<file path="src/hdl/lvd_pkg.sv">
// constants shared by the power-on and low-voltage reset sequencer
package lvd_pkg;
  // clock and timing
  localparam int CLK_PERIOD_NS = 50;
  localparam int POR_FILT_NS = 100;
  localparam int POR_FILT_CYCLES = (POR_FILT_NS + CLK_PERIOD_NS - 1) / CLK_PERIOD_NS;
  localparam int PRESCALE_CYCLES = 131072;
  localparam int PRESCALE_W = 18;
  localparam int SETTLE_DIV = 4;
  // control word field positions
  localparam int CTL_DET_EN = 4;
  localparam int CTL_LVL_SEL = 3;
  localparam int CTL_RST_EN = 2;
  localparam int CTL_DROP_EN = 1;
  localparam int CTL_RISE_EN = 0;
  localparam int CTL_W = 5;
  // status word field positions
  localparam int STA_SETTLE = 2;
  localparam int STA_DROP = 1;
  localparam int STA_RISE = 0;
  localparam int STA_W = 3;
  // reset values
  localparam logic [CTL_W-1:0] CTL_RESET = 5'h00;
  localparam logic [7:0] SETTLE_RESET = 8'h00;
  localparam logic [7:0] SETTLE_LAST = 8'hFF;
  // comparator bundle positions
  localparam int CMP_RST_LO = 0;
  localparam int CMP_RST_HI = 1;
  localparam int CMP_DROP = 2;
  localparam int CMP_RISE = 3;
  localparam int CMP_XDROP = 4;
  localparam int CMP_XRISE = 5;
  localparam int CMP_W = 6;
endpackage

</file>
<file path="src/hdl/lvd_sync.sv">
// two-flop synchroniser for the comparator outputs
`timescale 1ns/1ps
`default_nettype none
module lvd_sync #(
  parameter int WIDTH = 1
) (
  // clock and reset
  input wire logic clk,
  input wire logic rstn,
  // asynchronous levels in, synchronous levels out
  input wire logic [WIDTH-1:0] async_in,
  output logic [WIDTH-1:0] sync_out
);
  logic [WIDTH-1:0] meta_reg;

  // first stage is read only by the second stage
  always_ff @(posedge clk) begin
    if (!rstn) begin
      meta_reg <= '0;
      sync_out <= '0;
    end else begin
      meta_reg <= async_in;
      sync_out <= meta_reg;
    end
  end
endmodule // lvd_sync
`default_nettype wire

</file>
<file path="src/hdl/lvd_seq.sv">
// power-on and low-voltage reset sequencer with supply event detection
// Operation
// RQ1: clear pin low holds prescaler and chip in reset; release starts counting.
// RQ2: chip reset released only after prescaler counts 131072 clock cycles.
// RQ3: clear pin filtered so glitches under about 100 ns are ignored.
// RQ4: after power-on reset both detection units start disabled until software enables.
// RQ5: software sets detector enable, waits 150 us, then reset enable.
// RQ6: software clears reset enable before detector enable, never together.
// RQ7: supply below reset level drives low-voltage reset low and holds prescaler.
// RQ8: after recovery prescaler counts 131072 again; control bits survive that reset.
// RQ9: software sets detector enable, waits 150 us, then both interrupt enables.
// RQ10: software clears interrupt enables before detector enable, in separate writes.
// RQ11: drop below level drives interrupt signal low, sets drop flag, irq if enabled.
// RQ12: rise without reset drop sets interrupt signal high; flag and irq if enabled.
// RQ13: software saves data and enters standby after a drop interrupt.
// RQ14: external sensing uses drop and rise sense pins for the same events.
// RQ15: software waits for settle done, clears flags, then sets enables.
// RQ16: detector enable write starts 8-bit settle counter at clk/4; wrap sets flag.
// RQ17: flags clear only by writing 0 after reading them as 1.
// RQ18: standby control 0 puts detection block in standby, 1 cancels it.
// RQ19: comparator outputs pass two flip-flops before any use.
// RQ20: each crossing gives one flag set and one irq, not repeated.
`timescale 1ns/1ps
`default_nettype none
module lvd_seq #(
  parameter int PRESCALE = lvd_pkg::PRESCALE_CYCLES
) (
  // clock and reset
  input wire logic clk,
  input wire logic rstn,
  // external power-on clear pin, low means clear
  input wire logic power_on_clear_pin,
  // analog comparators: 1 = below reset level (low / high setting), below drop, above rise
  input wire logic cmp_reset_lo,
  input wire logic cmp_reset_hi,
  input wire logic cmp_drop_low,
  input wire logic cmp_rise_high,
  // external sense pin comparators, 1 = pin above its threshold
  input wire logic drop_sense_pin,
  input wire logic rise_sense_pin,
  input wire logic ext_sense_select,
  // module standby control, 0 = standby
  input wire logic detector_standby_ctrl,
  // control word write
  input wire logic ctrl_wr,
  input wire logic [lvd_pkg::CTL_W-1:0] ctrl_wdata,
  // status access: read strobe, write strobe with data
  input wire logic status_rd,
  input wire logic status_wr,
  input wire logic [lvd_pkg::STA_W-1:0] status_wdata,
  // reset and interrupt outputs
  output logic chip_reset_n,
  output logic lowvolt_reset_n,
  output logic lowvolt_int_n,
  output logic supply_event_irq,
  // readback
  output logic detector_enable,
  output logic reset_level_select,
  output logic lowvolt_reset_enable,
  output logic drop_irq_enable,
  output logic rise_irq_enable,
  output logic settle_done_flag,
  output logic drop_flag,
  output logic rise_flag,
  output logic [7:0] settle_counter
);
  import lvd_pkg::*;

  localparam logic [PRESCALE_W-1:0] PRESCALE_LAST = PRESCALE_W'(PRESCALE - 1);
  localparam logic [1:0] FILT_LAST = 2'(POR_FILT_CYCLES - 1);
  localparam logic [1:0] DIV_LAST = 2'(SETTLE_DIV - 1);

  logic por_ok;
  logic [1:0] filt_cnt;
  logic [PRESCALE_W-1:0] presc_cnt;
  logic [CMP_W-1:0] cmp_s;
  logic drop_low_q, rise_high_q;
  logic fell_to_reset;
  logic settle_run;
  logic [1:0] div_cnt;
  logic settle_armed, drop_armed, rise_armed;

  // power-on clear glitch filter: a change must hold for the filter length
  always_ff @(posedge clk) begin
    if (!rstn) begin
      por_ok <= 1'b0;
      filt_cnt <= 2'h0;
    end else if (power_on_clear_pin == por_ok) begin
      filt_cnt <= 2'h0;
    end else if (filt_cnt == FILT_LAST) begin
      por_ok <= power_on_clear_pin; // [RQ3]
      filt_cnt <= 2'h0;
    end else begin
      filt_cnt <= filt_cnt + 2'h1;
    end
  end

  // comparator synchronisation
  lvd_sync #(.WIDTH(CMP_W)) u_sync (
    .clk(clk),
    .rstn(rstn),
    .async_in({rise_sense_pin, drop_sense_pin, cmp_rise_high, cmp_drop_low, cmp_reset_hi, cmp_reset_lo}),
    .sync_out(cmp_s) // [RQ19]
  );

  // detection only acts when enabled and out of module standby
  logic active;
  logic reset_low, drop_low, rise_high;
  logic lv_trip, drop_event, rise_event;
  assign active = detector_enable & detector_standby_ctrl; // [RQ18]
  assign reset_low = reset_level_select ? cmp_s[CMP_RST_HI] : cmp_s[CMP_RST_LO];
  assign drop_low = ext_sense_select ? ~cmp_s[CMP_XDROP] : cmp_s[CMP_DROP]; // [RQ14]
  assign rise_high = ext_sense_select ? cmp_s[CMP_XRISE] : cmp_s[CMP_RISE]; // [RQ14]
  assign lv_trip = active & lowvolt_reset_enable & reset_low;
  // edge, not level, so a held level never repeats the event
  assign drop_event = active & drop_low & ~drop_low_q; // [RQ20]
  assign rise_event = active & rise_high & ~rise_high_q & ~lowvolt_int_n & ~fell_to_reset; // [RQ12]

  // edge history of the synchronised levels
  always_ff @(posedge clk) begin
    if (!rstn) begin
      drop_low_q <= 1'b0;
      rise_high_q <= 1'b0;
    end else begin
      drop_low_q <= drop_low;
      rise_high_q <= rise_high;
    end
  end

  // startup prescaler and chip reset
  always_ff @(posedge clk) begin
    if (!rstn || !por_ok || lv_trip) begin
      presc_cnt <= '0; // [RQ1] [RQ7]
      chip_reset_n <= 1'b0;
    end else if (!chip_reset_n) begin
      presc_cnt <= presc_cnt + PRESCALE_W'(1);
      chip_reset_n <= (presc_cnt == PRESCALE_LAST); // [RQ2] [RQ8]
    end
  end

  // low-voltage reset output
  always_ff @(posedge clk) begin
    if (!rstn) begin
      lowvolt_reset_n <= 1'b1;
    end else begin
      lowvolt_reset_n <= ~lv_trip; // [RQ7]
    end
  end

  // control bits: cleared by power-on, kept through a low-voltage reset
  always_ff @(posedge clk) begin
    if (!rstn || !por_ok) begin
      {detector_enable, reset_level_select, lowvolt_reset_enable, drop_irq_enable, rise_irq_enable}
        <= CTL_RESET; // [RQ4] [RQ8]
    end else if (ctrl_wr) begin
      detector_enable <= ctrl_wdata[CTL_DET_EN];
      reset_level_select <= ctrl_wdata[CTL_LVL_SEL];
      lowvolt_reset_enable <= ctrl_wdata[CTL_RST_EN];
      drop_irq_enable <= ctrl_wdata[CTL_DROP_EN];
      rise_irq_enable <= ctrl_wdata[CTL_RISE_EN];
    end
  end

  // settle counter at a quarter of the clock, one pass per 0 to 1 enable write
  logic settle_tick, settle_wrap;
  assign settle_tick = settle_run & detector_standby_ctrl & (div_cnt == DIV_LAST);
  assign settle_wrap = settle_tick & (settle_counter == SETTLE_LAST);
  always_ff @(posedge clk) begin
    if (!rstn || !por_ok) begin
      settle_run <= 1'b0;
      div_cnt <= 2'h0;
      settle_counter <= SETTLE_RESET;
    end else if (ctrl_wr && ctrl_wdata[CTL_DET_EN] && !detector_enable) begin
      settle_run <= 1'b1; // [RQ16]
      div_cnt <= 2'h0;
      settle_counter <= SETTLE_RESET;
    end else if (!detector_enable) begin
      settle_run <= 1'b0;
    end else if (settle_run && detector_standby_ctrl) begin
      div_cnt <= div_cnt + 2'h1;
      if (settle_tick) begin
        settle_counter <= settle_counter + 8'h01;
      end
      if (settle_wrap) begin
        settle_run <= 1'b0; // [RQ16]
      end
    end
  end

  // read-then-write-zero clearing; a set in the same cycle wins
  logic clr_settle, clr_drop, clr_rise;
  assign clr_settle = status_wr & ~status_wdata[STA_SETTLE] & settle_armed; // [RQ17]
  assign clr_drop = status_wr & ~status_wdata[STA_DROP] & drop_armed; // [RQ17]
  assign clr_rise = status_wr & ~status_wdata[STA_RISE] & rise_armed; // [RQ17]

  // status flags, also cleared by the low-voltage reset itself
  always_ff @(posedge clk) begin
    if (!rstn || !por_ok || lv_trip) begin
      settle_done_flag <= 1'b0;
      drop_flag <= 1'b0;
      rise_flag <= 1'b0;
    end else begin
      if (settle_wrap) begin
        settle_done_flag <= 1'b1; // [RQ16]
      end else if (clr_settle) begin
        settle_done_flag <= 1'b0;
      end
      if (drop_event) begin
        drop_flag <= 1'b1; // [RQ11]
      end else if (clr_drop) begin
        drop_flag <= 1'b0;
      end
      if (rise_event && rise_irq_enable) begin
        rise_flag <= 1'b1; // [RQ12]
      end else if (clr_rise) begin
        rise_flag <= 1'b0;
      end
    end
  end

  // arming: a read that sees 1 allows the next zero write to clear
  always_ff @(posedge clk) begin
    if (!rstn || !por_ok) begin
      {settle_armed, drop_armed, rise_armed} <= 3'h0;
    end else begin
      if (status_wr) begin
        {settle_armed, drop_armed, rise_armed} <= 3'h0;
      end else if (status_rd) begin
        settle_armed <= settle_done_flag;
        drop_armed <= drop_flag;
        rise_armed <= rise_flag;
      end
    end
  end

  // interrupt signal, reset-episode memory and the irq pulse
  always_ff @(posedge clk) begin
    if (!rstn || !por_ok) begin
      lowvolt_int_n <= 1'b1;
      fell_to_reset <= 1'b0;
      supply_event_irq <= 1'b0;
    end else begin
      supply_event_irq <= (drop_event & drop_irq_enable) | (rise_event & rise_irq_enable); // [RQ11] [RQ12]
      if (drop_event) begin
        lowvolt_int_n <= 1'b0; // [RQ11]
        fell_to_reset <= 1'b0;
      end else if (rise_event) begin
        lowvolt_int_n <= 1'b1; // [RQ12]
      end else if (reset_low && !lowvolt_int_n) begin
        fell_to_reset <= 1'b1;
      end
    end
  end

  // checks
  por_hold_a: assert property (@(posedge clk) disable iff (!rstn) !por_ok |=> !chip_reset_n) // [RQ1]
    else $error("chip reset released while clear pin low");
  release_count_a: assert property (@(posedge clk) disable iff (!rstn)
    $rose(chip_reset_n) |-> $past(presc_cnt) == PRESCALE_LAST) // [RQ2]
    else $error("chip reset released at wrong prescaler count");
  clear_filter_a: assert property (@(posedge clk) disable iff (!rstn)
    $changed(por_ok) |-> ($past(power_on_clear_pin, 1) == por_ok) && ($past(power_on_clear_pin, 2) == por_ok)) // [RQ3]
    else $error("clear pin filter passed a short pulse");
  por_standby_a: assert property (@(posedge clk) disable iff (!rstn)
    !por_ok |=> !detector_enable && !lowvolt_reset_enable && !drop_irq_enable && !rise_irq_enable) // [RQ4]
    else $error("detection enabled after power-on clear");
  lv_reset_a: assert property (@(posedge clk) disable iff (!rstn)
    lv_trip |=> !lowvolt_reset_n && !chip_reset_n && presc_cnt == '0) // [RQ7]
    else $error("low-voltage reset not applied");
  ctl_keep_a: assert property (@(posedge clk) disable iff (!rstn)
    lv_trip && por_ok && !ctrl_wr |=> $stable(detector_enable) && $stable(lowvolt_reset_enable)) // [RQ8]
    else $error("control bits lost in low-voltage reset");
  drop_event_a: assert property (@(posedge clk) disable iff (!rstn || !por_ok || lv_trip)
    drop_event |=> !lowvolt_int_n && drop_flag && (supply_event_irq == $past(drop_irq_enable))) // [RQ11]
    else $error("drop event not reported");
  rise_event_a: assert property (@(posedge clk) disable iff (!rstn || !por_ok || lv_trip)
    rise_event |=> lowvolt_int_n && (rise_flag == $past(rise_irq_enable)) && (supply_event_irq == $past(rise_irq_enable))) // [RQ12]
    else $error("rise event not reported");
  settle_wrap_a: assert property (@(posedge clk) disable iff (!rstn || !por_ok || lv_trip)
    settle_wrap |=> settle_done_flag && settle_counter == SETTLE_RESET) // [RQ16]
    else $error("settle wrap did not set flag");
  flag_clear_a: assert property (@(posedge clk) disable iff (!rstn || !por_ok || lv_trip)
    $fell(drop_flag) |-> $past(drop_armed) && $past(status_wr) && !$past(status_wdata[STA_DROP])) // [RQ17]
    else $error("drop flag cleared without read then zero write");
  standby_mask_a: assert property (@(posedge clk) disable iff (!rstn)
    !detector_standby_ctrl |=> lowvolt_reset_n && !supply_event_irq) // [RQ18]
    else $error("detection acted in module standby");
  irq_once_a: assert property (@(posedge clk) disable iff (!rstn) supply_event_irq |=> !supply_event_irq) // [RQ20]
    else $error("irq repeated for one crossing");
  release_c: cover property (@(posedge clk) disable iff (!rstn) $rose(chip_reset_n));
  settle_c: cover property (@(posedge clk) disable iff (!rstn) $rose(settle_done_flag));
  drop_rise_c: cover property (@(posedge clk) disable iff (!rstn) $fell(lowvolt_int_n) ##[1:1000] $rose(lowvolt_int_n));
  lv_reset_c: cover property (@(posedge clk) disable iff (!rstn) $fell(lowvolt_reset_n));
endmodule // lvd_seq
`default_nettype wire

</file>
<file path="config.mk">
export PLATFORM = sky130hd
export DESIGN_NAME = lvd_seq
export DESIGN_NICKNAME = d
export VERILOG_FILES = /design/src/hdl/lvd_pkg.sv /design/src/hdl/lvd_sync.sv /design/src/hdl/lvd_seq.sv
export SDC_FILE = /design/constraint.sdc
export NUM_CORES = 1
export LEC_CHECK = 0
export BUFFER_PORTS_ARGS = -buffer_cell sky130_fd_sc_hd__buf_2
export CAP_MARGIN = 30
export CORE_ASPECT_RATIO = 0.75
export CORE_UTILIZATION = 50
export DETAILED_ROUTE_END_ITERATION = 10
export PLACE_DENSITY = 0.72
export SYNTH_ARGS = -nofsm -noshare
export SYNTH_HDL_FRONTEND = slang
export SYNTH_HIERARCHICAL = 1
export SYNTH_SLANG_ARGS = --single-unit
</file>
<file path="constraint.sdc">
create_clock -name clk -period 4.05 [get_ports clk]
set_clock_uncertainty 0.05 [all_clocks]
set_input_delay 0.405 -clock clk [delete_from_list [all_inputs] [get_ports clk]]
set_output_delay 0.405 -clock clk [all_outputs]
set_load 0.01 [all_outputs]
</file>
* Word-level counts from Yosys, hierarchy flattened
Index checks and enable logic that the tools add are counted.
W data, S select, Z words.
** Word-level totals
- Bits in registers :: 62
- Bits of input ports :: 22
- Output and inout port bits :: 20
- Word-level logic and storage cells :: 110
** Operators by class
- Add/sub/neg operators :: 4
- Equality and inequality tests :: 7
- Muxes and demuxes :: 16
- Bitwise logic cells :: 33
- Reduce and logical (&&, ||, !) cells :: 24
** Operator list (count)
- $and A1 B1 Y1 :: 20
- $add A18 B1 Y18 const B :: 1
- $eq A18 B17 Y1 const B :: 1
- $mux W1 :: 16
- $not A1 Y1 :: 12
- $add A8 B1 Y8 const B :: 1
- $eq A8 B8 Y1 const B :: 1
- $reduce_and A2 Y1 :: 4
- $reduce_bool A2 Y1 :: 4
- $ne A3 B1 Y1 const B :: 2
- $reduce_or A2 Y1 :: 3
- $logic_and A1 B1 Y1 :: 5
- $add A2 B1 Y2 const B :: 2
- $logic_not A1 Y1 :: 4
- $reduce_and A3 Y1 :: 1
- $reduce_or A3 Y1 :: 1
- $eq A2 B1 Y1 const B :: 1
- $eq A2 B2 Y1 const B :: 1
- $logic_or A1 B1 Y1 :: 2
- $eq A1 B1 Y1 :: 1
- $or A1 B1 Y1 :: 1

* Logic depth before layout (Yosys ltp)
- Depth after elaboration :: 7
- Gate-level depth with buffers :: 6

* By module
The synthesis kept the hierarchy.
** Modules (own cells, without submodules)
- lvd_seq :: instances 1, cells each 223, area an instance 2078.2 um^2, seq. area each 1001.0 um^2
- lvd_sync :: instances 1, cells each 25, area an instance 336.6 um^2, seq. area each 240.2 um^2

* Worst setup path after synthesis
No wires, ideal clock.
- Kind :: register to register
- From :: register chip_reset_n
- To :: register presc_cnt[17]
- Library setup time :: 0.071 ns
- Data arrival time :: 1.558 ns
- Data required time :: 3.929 ns
- Path slack :: 2.372 ns
- Stages on the path, launching flop included :: 6
- Buffers on the path :: 1
- Clock period less this slack :: 1.678 ns
- Cells stage by stage :: dfxtp_1 buf_2 nand4b_1 or4_4 or3_1 a21oi_1
** RTL lines
- start: declaration :: line lvd_seq.sv:52 : output logic chip_reset_n,
- start signal: assignment :: line lvd_seq.sv:137 : chip_reset_n <= (presc_cnt == PRESCALE_LAST);
- end signal: assignment :: line lvd_seq.sv:136 : presc_cnt <= presc_cnt + PRESCALE_W'(1);
- end: declaration :: line lvd_seq.sv:75 : logic [PRESCALE_W-1:0] presc_cnt;

* Final worst setup path
- From :: register presc_cnt[0]
- To :: register presc_cnt[16]
** Between the ends
- Cells in the longest elaborated chain, start to end :: 1
** Ends and longest elaborated chain (line)
- $add A18 B1 Y18 :: lvd_seq.sv:136
Every way passes these cells.
A chain may end at the register's enable or synchronous reset.

==> out/results.ini <==
[clock_tree]
clk_pin_slew_worst_paths_ns = 0.07
h-tree-depth = 3
post_cts_resized = 0
cts_inserted_buffers = 9
post_cts_buffers = 0
cts_sinks = 62
hold_buffers = 0
cts_root_buf = clkbuf_8
clk_latency_ns = 0.33
cts_tree = done
cts_buffer_depth = 2

[timing]
period_minus_slack_ns = 1.78
max_slew_margin = 0.446
rsz0062_at_grt = no
fin_setup_tns_ns = 0
setup_viol = 0
hold_viol = 0
slew_violations = 0
fin_crit_sh = 0.440
worst_pin_slew_ns = 0.810
fmax_mhz = 561
layout_setup_ws_ns = 2.27
whs_ns = 0.221

[grt]
use_met1 = 0.278
grt_pass1_wl_mm = 7.31
grt.busiest_layer = met1
grt_use_total = 0.194
grt_pass1_vias = 1635
antenna_found_initial = 0
met2_usage = 0.252
grt_remaining_overflow = 0
grt_max_degree = 23
global_route.usage.met3 = 0.0794

[synth]
syn_nets = 274
synthMuxAreaShare = 0.0585
yosys_most_used_dff = dfxtp_1
synthArstFlopShare = 0
syn_area_sq_um = 2410
synth_enable_flop_cells = 0
synth_cell_types = 36
avgSynthCellArea_sq_um = 9.74
synth_top_family_by_area = simple AND/OR/NAND/NOR gates
synthAdderAreaFrac = 0.0207
yosys_warnings = 6
synth_area_leaders = dfxtp_1 51%, nor2_1 5.8%, mux2i_1 5.4%
ys_ff_latch = 62
yosys.area_share.xor_xnor = 0.0798
synth_compound_area_frac = 0.0513
syn_inst = 248
synth_top_cell_area_share = 0.514
synthSimpleGateAreaFrac = 0.252
synth_seq_area_share = 0.514
synth_top_area_cell = dfxtp_1

[route]
drt_pre_antenna_iters = 4
num_vias = 1790
drt_iter0_drc = 81
antenna_left = 0
vias_per_cell = 5.03
routedWlPerCell_um = 12.0
drc = 0
drt_wl_total_mm = 4.27

[layout]
seqCellArea_sq_um = 1240
diodes = 0
largest-register = presc_cnt
layout_commonest_cell = dfxtp_1
largest_reg_flops = 18
mostFrequentLayoutCells = 62 x dfxtp_1, 41 x buf_2, 37 x nor2_1, 13 x mux2i_1, 12 x xor2_1
syn_to_final_growth_pct = 20.3
multiInputGateArea_sq_um = 1120
largestRegisters = presc_cnt x18, settle_counter x8
num-fill-cells = 389
num-nets-final = 320
drive_gt1_frac = 0.241

[run_status]
status = finished, final reports clean

[worst_setup_path]
required_ns = 4.27
timing.rr.end = presc_cnt[16]
r2r_setup_slack_ns = 2.27
worst_r2r_path_depth = 5
r2r-start = presc_cnt[0]
cp-end-kind = flop
startpoint_type = flop
criticalPathCategory = flop to flop
cp_data_arrival_time_ns = 2.00
cp_max_fo = 4

[worst_hold_path]
min_delay_worst_endpoint = u_sync/meta_reg[4]
hold_path_depth = 2
hold_path_class = primary input to flop
hold_start = drop_sense_pin

[die]
io_pins = 42
start_util = 0.531
die_width_um = 82.2
coreArea_sq_um = 4550
rows = 21
dieArea_sq_um = 5110
die_h_um = 62.2

[placed_design]
dpl_worst_slack_ns = 2.15
post-dp-hpwl_mm = 2.99
place_congestion = 0.772
portBuffers = 41

[power_and_ir_drop]
power_density_nw_per_um2 = 453
p_leak_nw = 1.16
ir_drop_mv = 0.310
power.total_w = 0.00132

[run]
drv_cap = 0

==> worst max-delay path by stage <==
stage | to | from | slack (ns)
after global routing | presc_cnt[16] | presc_cnt[0] | 2.15
after floorplan | presc_cnt[17] | chip_reset_n | 2.37
after global placement | supply_event_irq | detector_standby_ctrl | 2.24
after CTS | supply_event_irq | detector_enable | 2.09
after detailed placement | supply_event_irq | detector_standby_ctrl | 2.15
final | presc_cnt[16] | presc_cnt[0] | 2.27
==> where the power goes <==
part | internal [W] | total (W) | switching (W)
combinational | 0.0000195 | 0.0000393 | 0.0000198
sequential | 0.000619 | 0.000623 | 0.00000387
clock | 0.000411 | 0.000653 | 0.000242
total | 0.00105 | 0.00132 | 0.000265
==> through the flow <==
stage               instance area [sq um]  utilization  cells
global route                         2910        0.639    356
floorplan                            2410            -    248
CTS                                  2900        0.638    355
detailed placement                   2660        0.584    339
finish                               2910        0.639    356
global placement                     2660        0.584    339
==> area by class of cell <==
class                      instances  share of cell area
sequential                        62               0.427
timing repair buffer              42              0.0719
inverter                           6             0.00775
multi-input combinational        173               0.384
clock buffer                       9              0.0426
clock inverter                     7              0.0418
tap                               57              0.0245
==> routing by layer <==
metal  routed length [um]  share of wire
met3                  267          0.062
met5                    0              0
met2                 1640           0.38
met4                   55          0.013
met1                 2310           0.54
==> critical path, cell delays in order, from the launching register on <==
cell      delay (ns)
dfxtp_1         0.38
ha_1            0.22
nand3b_1        0.16
or4_4           0.46
or3_1           0.32
a21oi_1         0.13
==> synth_stat cells (2+ instances only) <==
master / count
clkbuf_1: 5
a21oi_1: 11
nand3_2: 2
nand2_1: 10
and2_1: 6
and4_1: 2
o21ai_0: 5
nor4_1: 4
xor2_1: 12
or3_1: 5
and3_1: 2
nand3_1: 11
ha_1: 4
and2_2: 8
nor3_1: 7
or4_4: 2
inv_1: 6
mux2i_1: 13
nor2_1: 37
dfxtp_1: 62
nand4_1: 7
xnor2_1: 10
nand3b_1: 4
==> kinds of logic (layout without fill, tap and decap cells) <==
family / Yosys count / count (layout)
and+or+nand+nor: 112 / 112
DFF: 62 / 62
xor gates and xnor gates: 22 / 22
adders and majority gates: 4 / 4
buffers and inverters: 13 / 64
muxes: 14 / 14
AOI/OAI and AO/OA: 21 / 21
No activity file was read; power rests on OpenSTA's default activity.
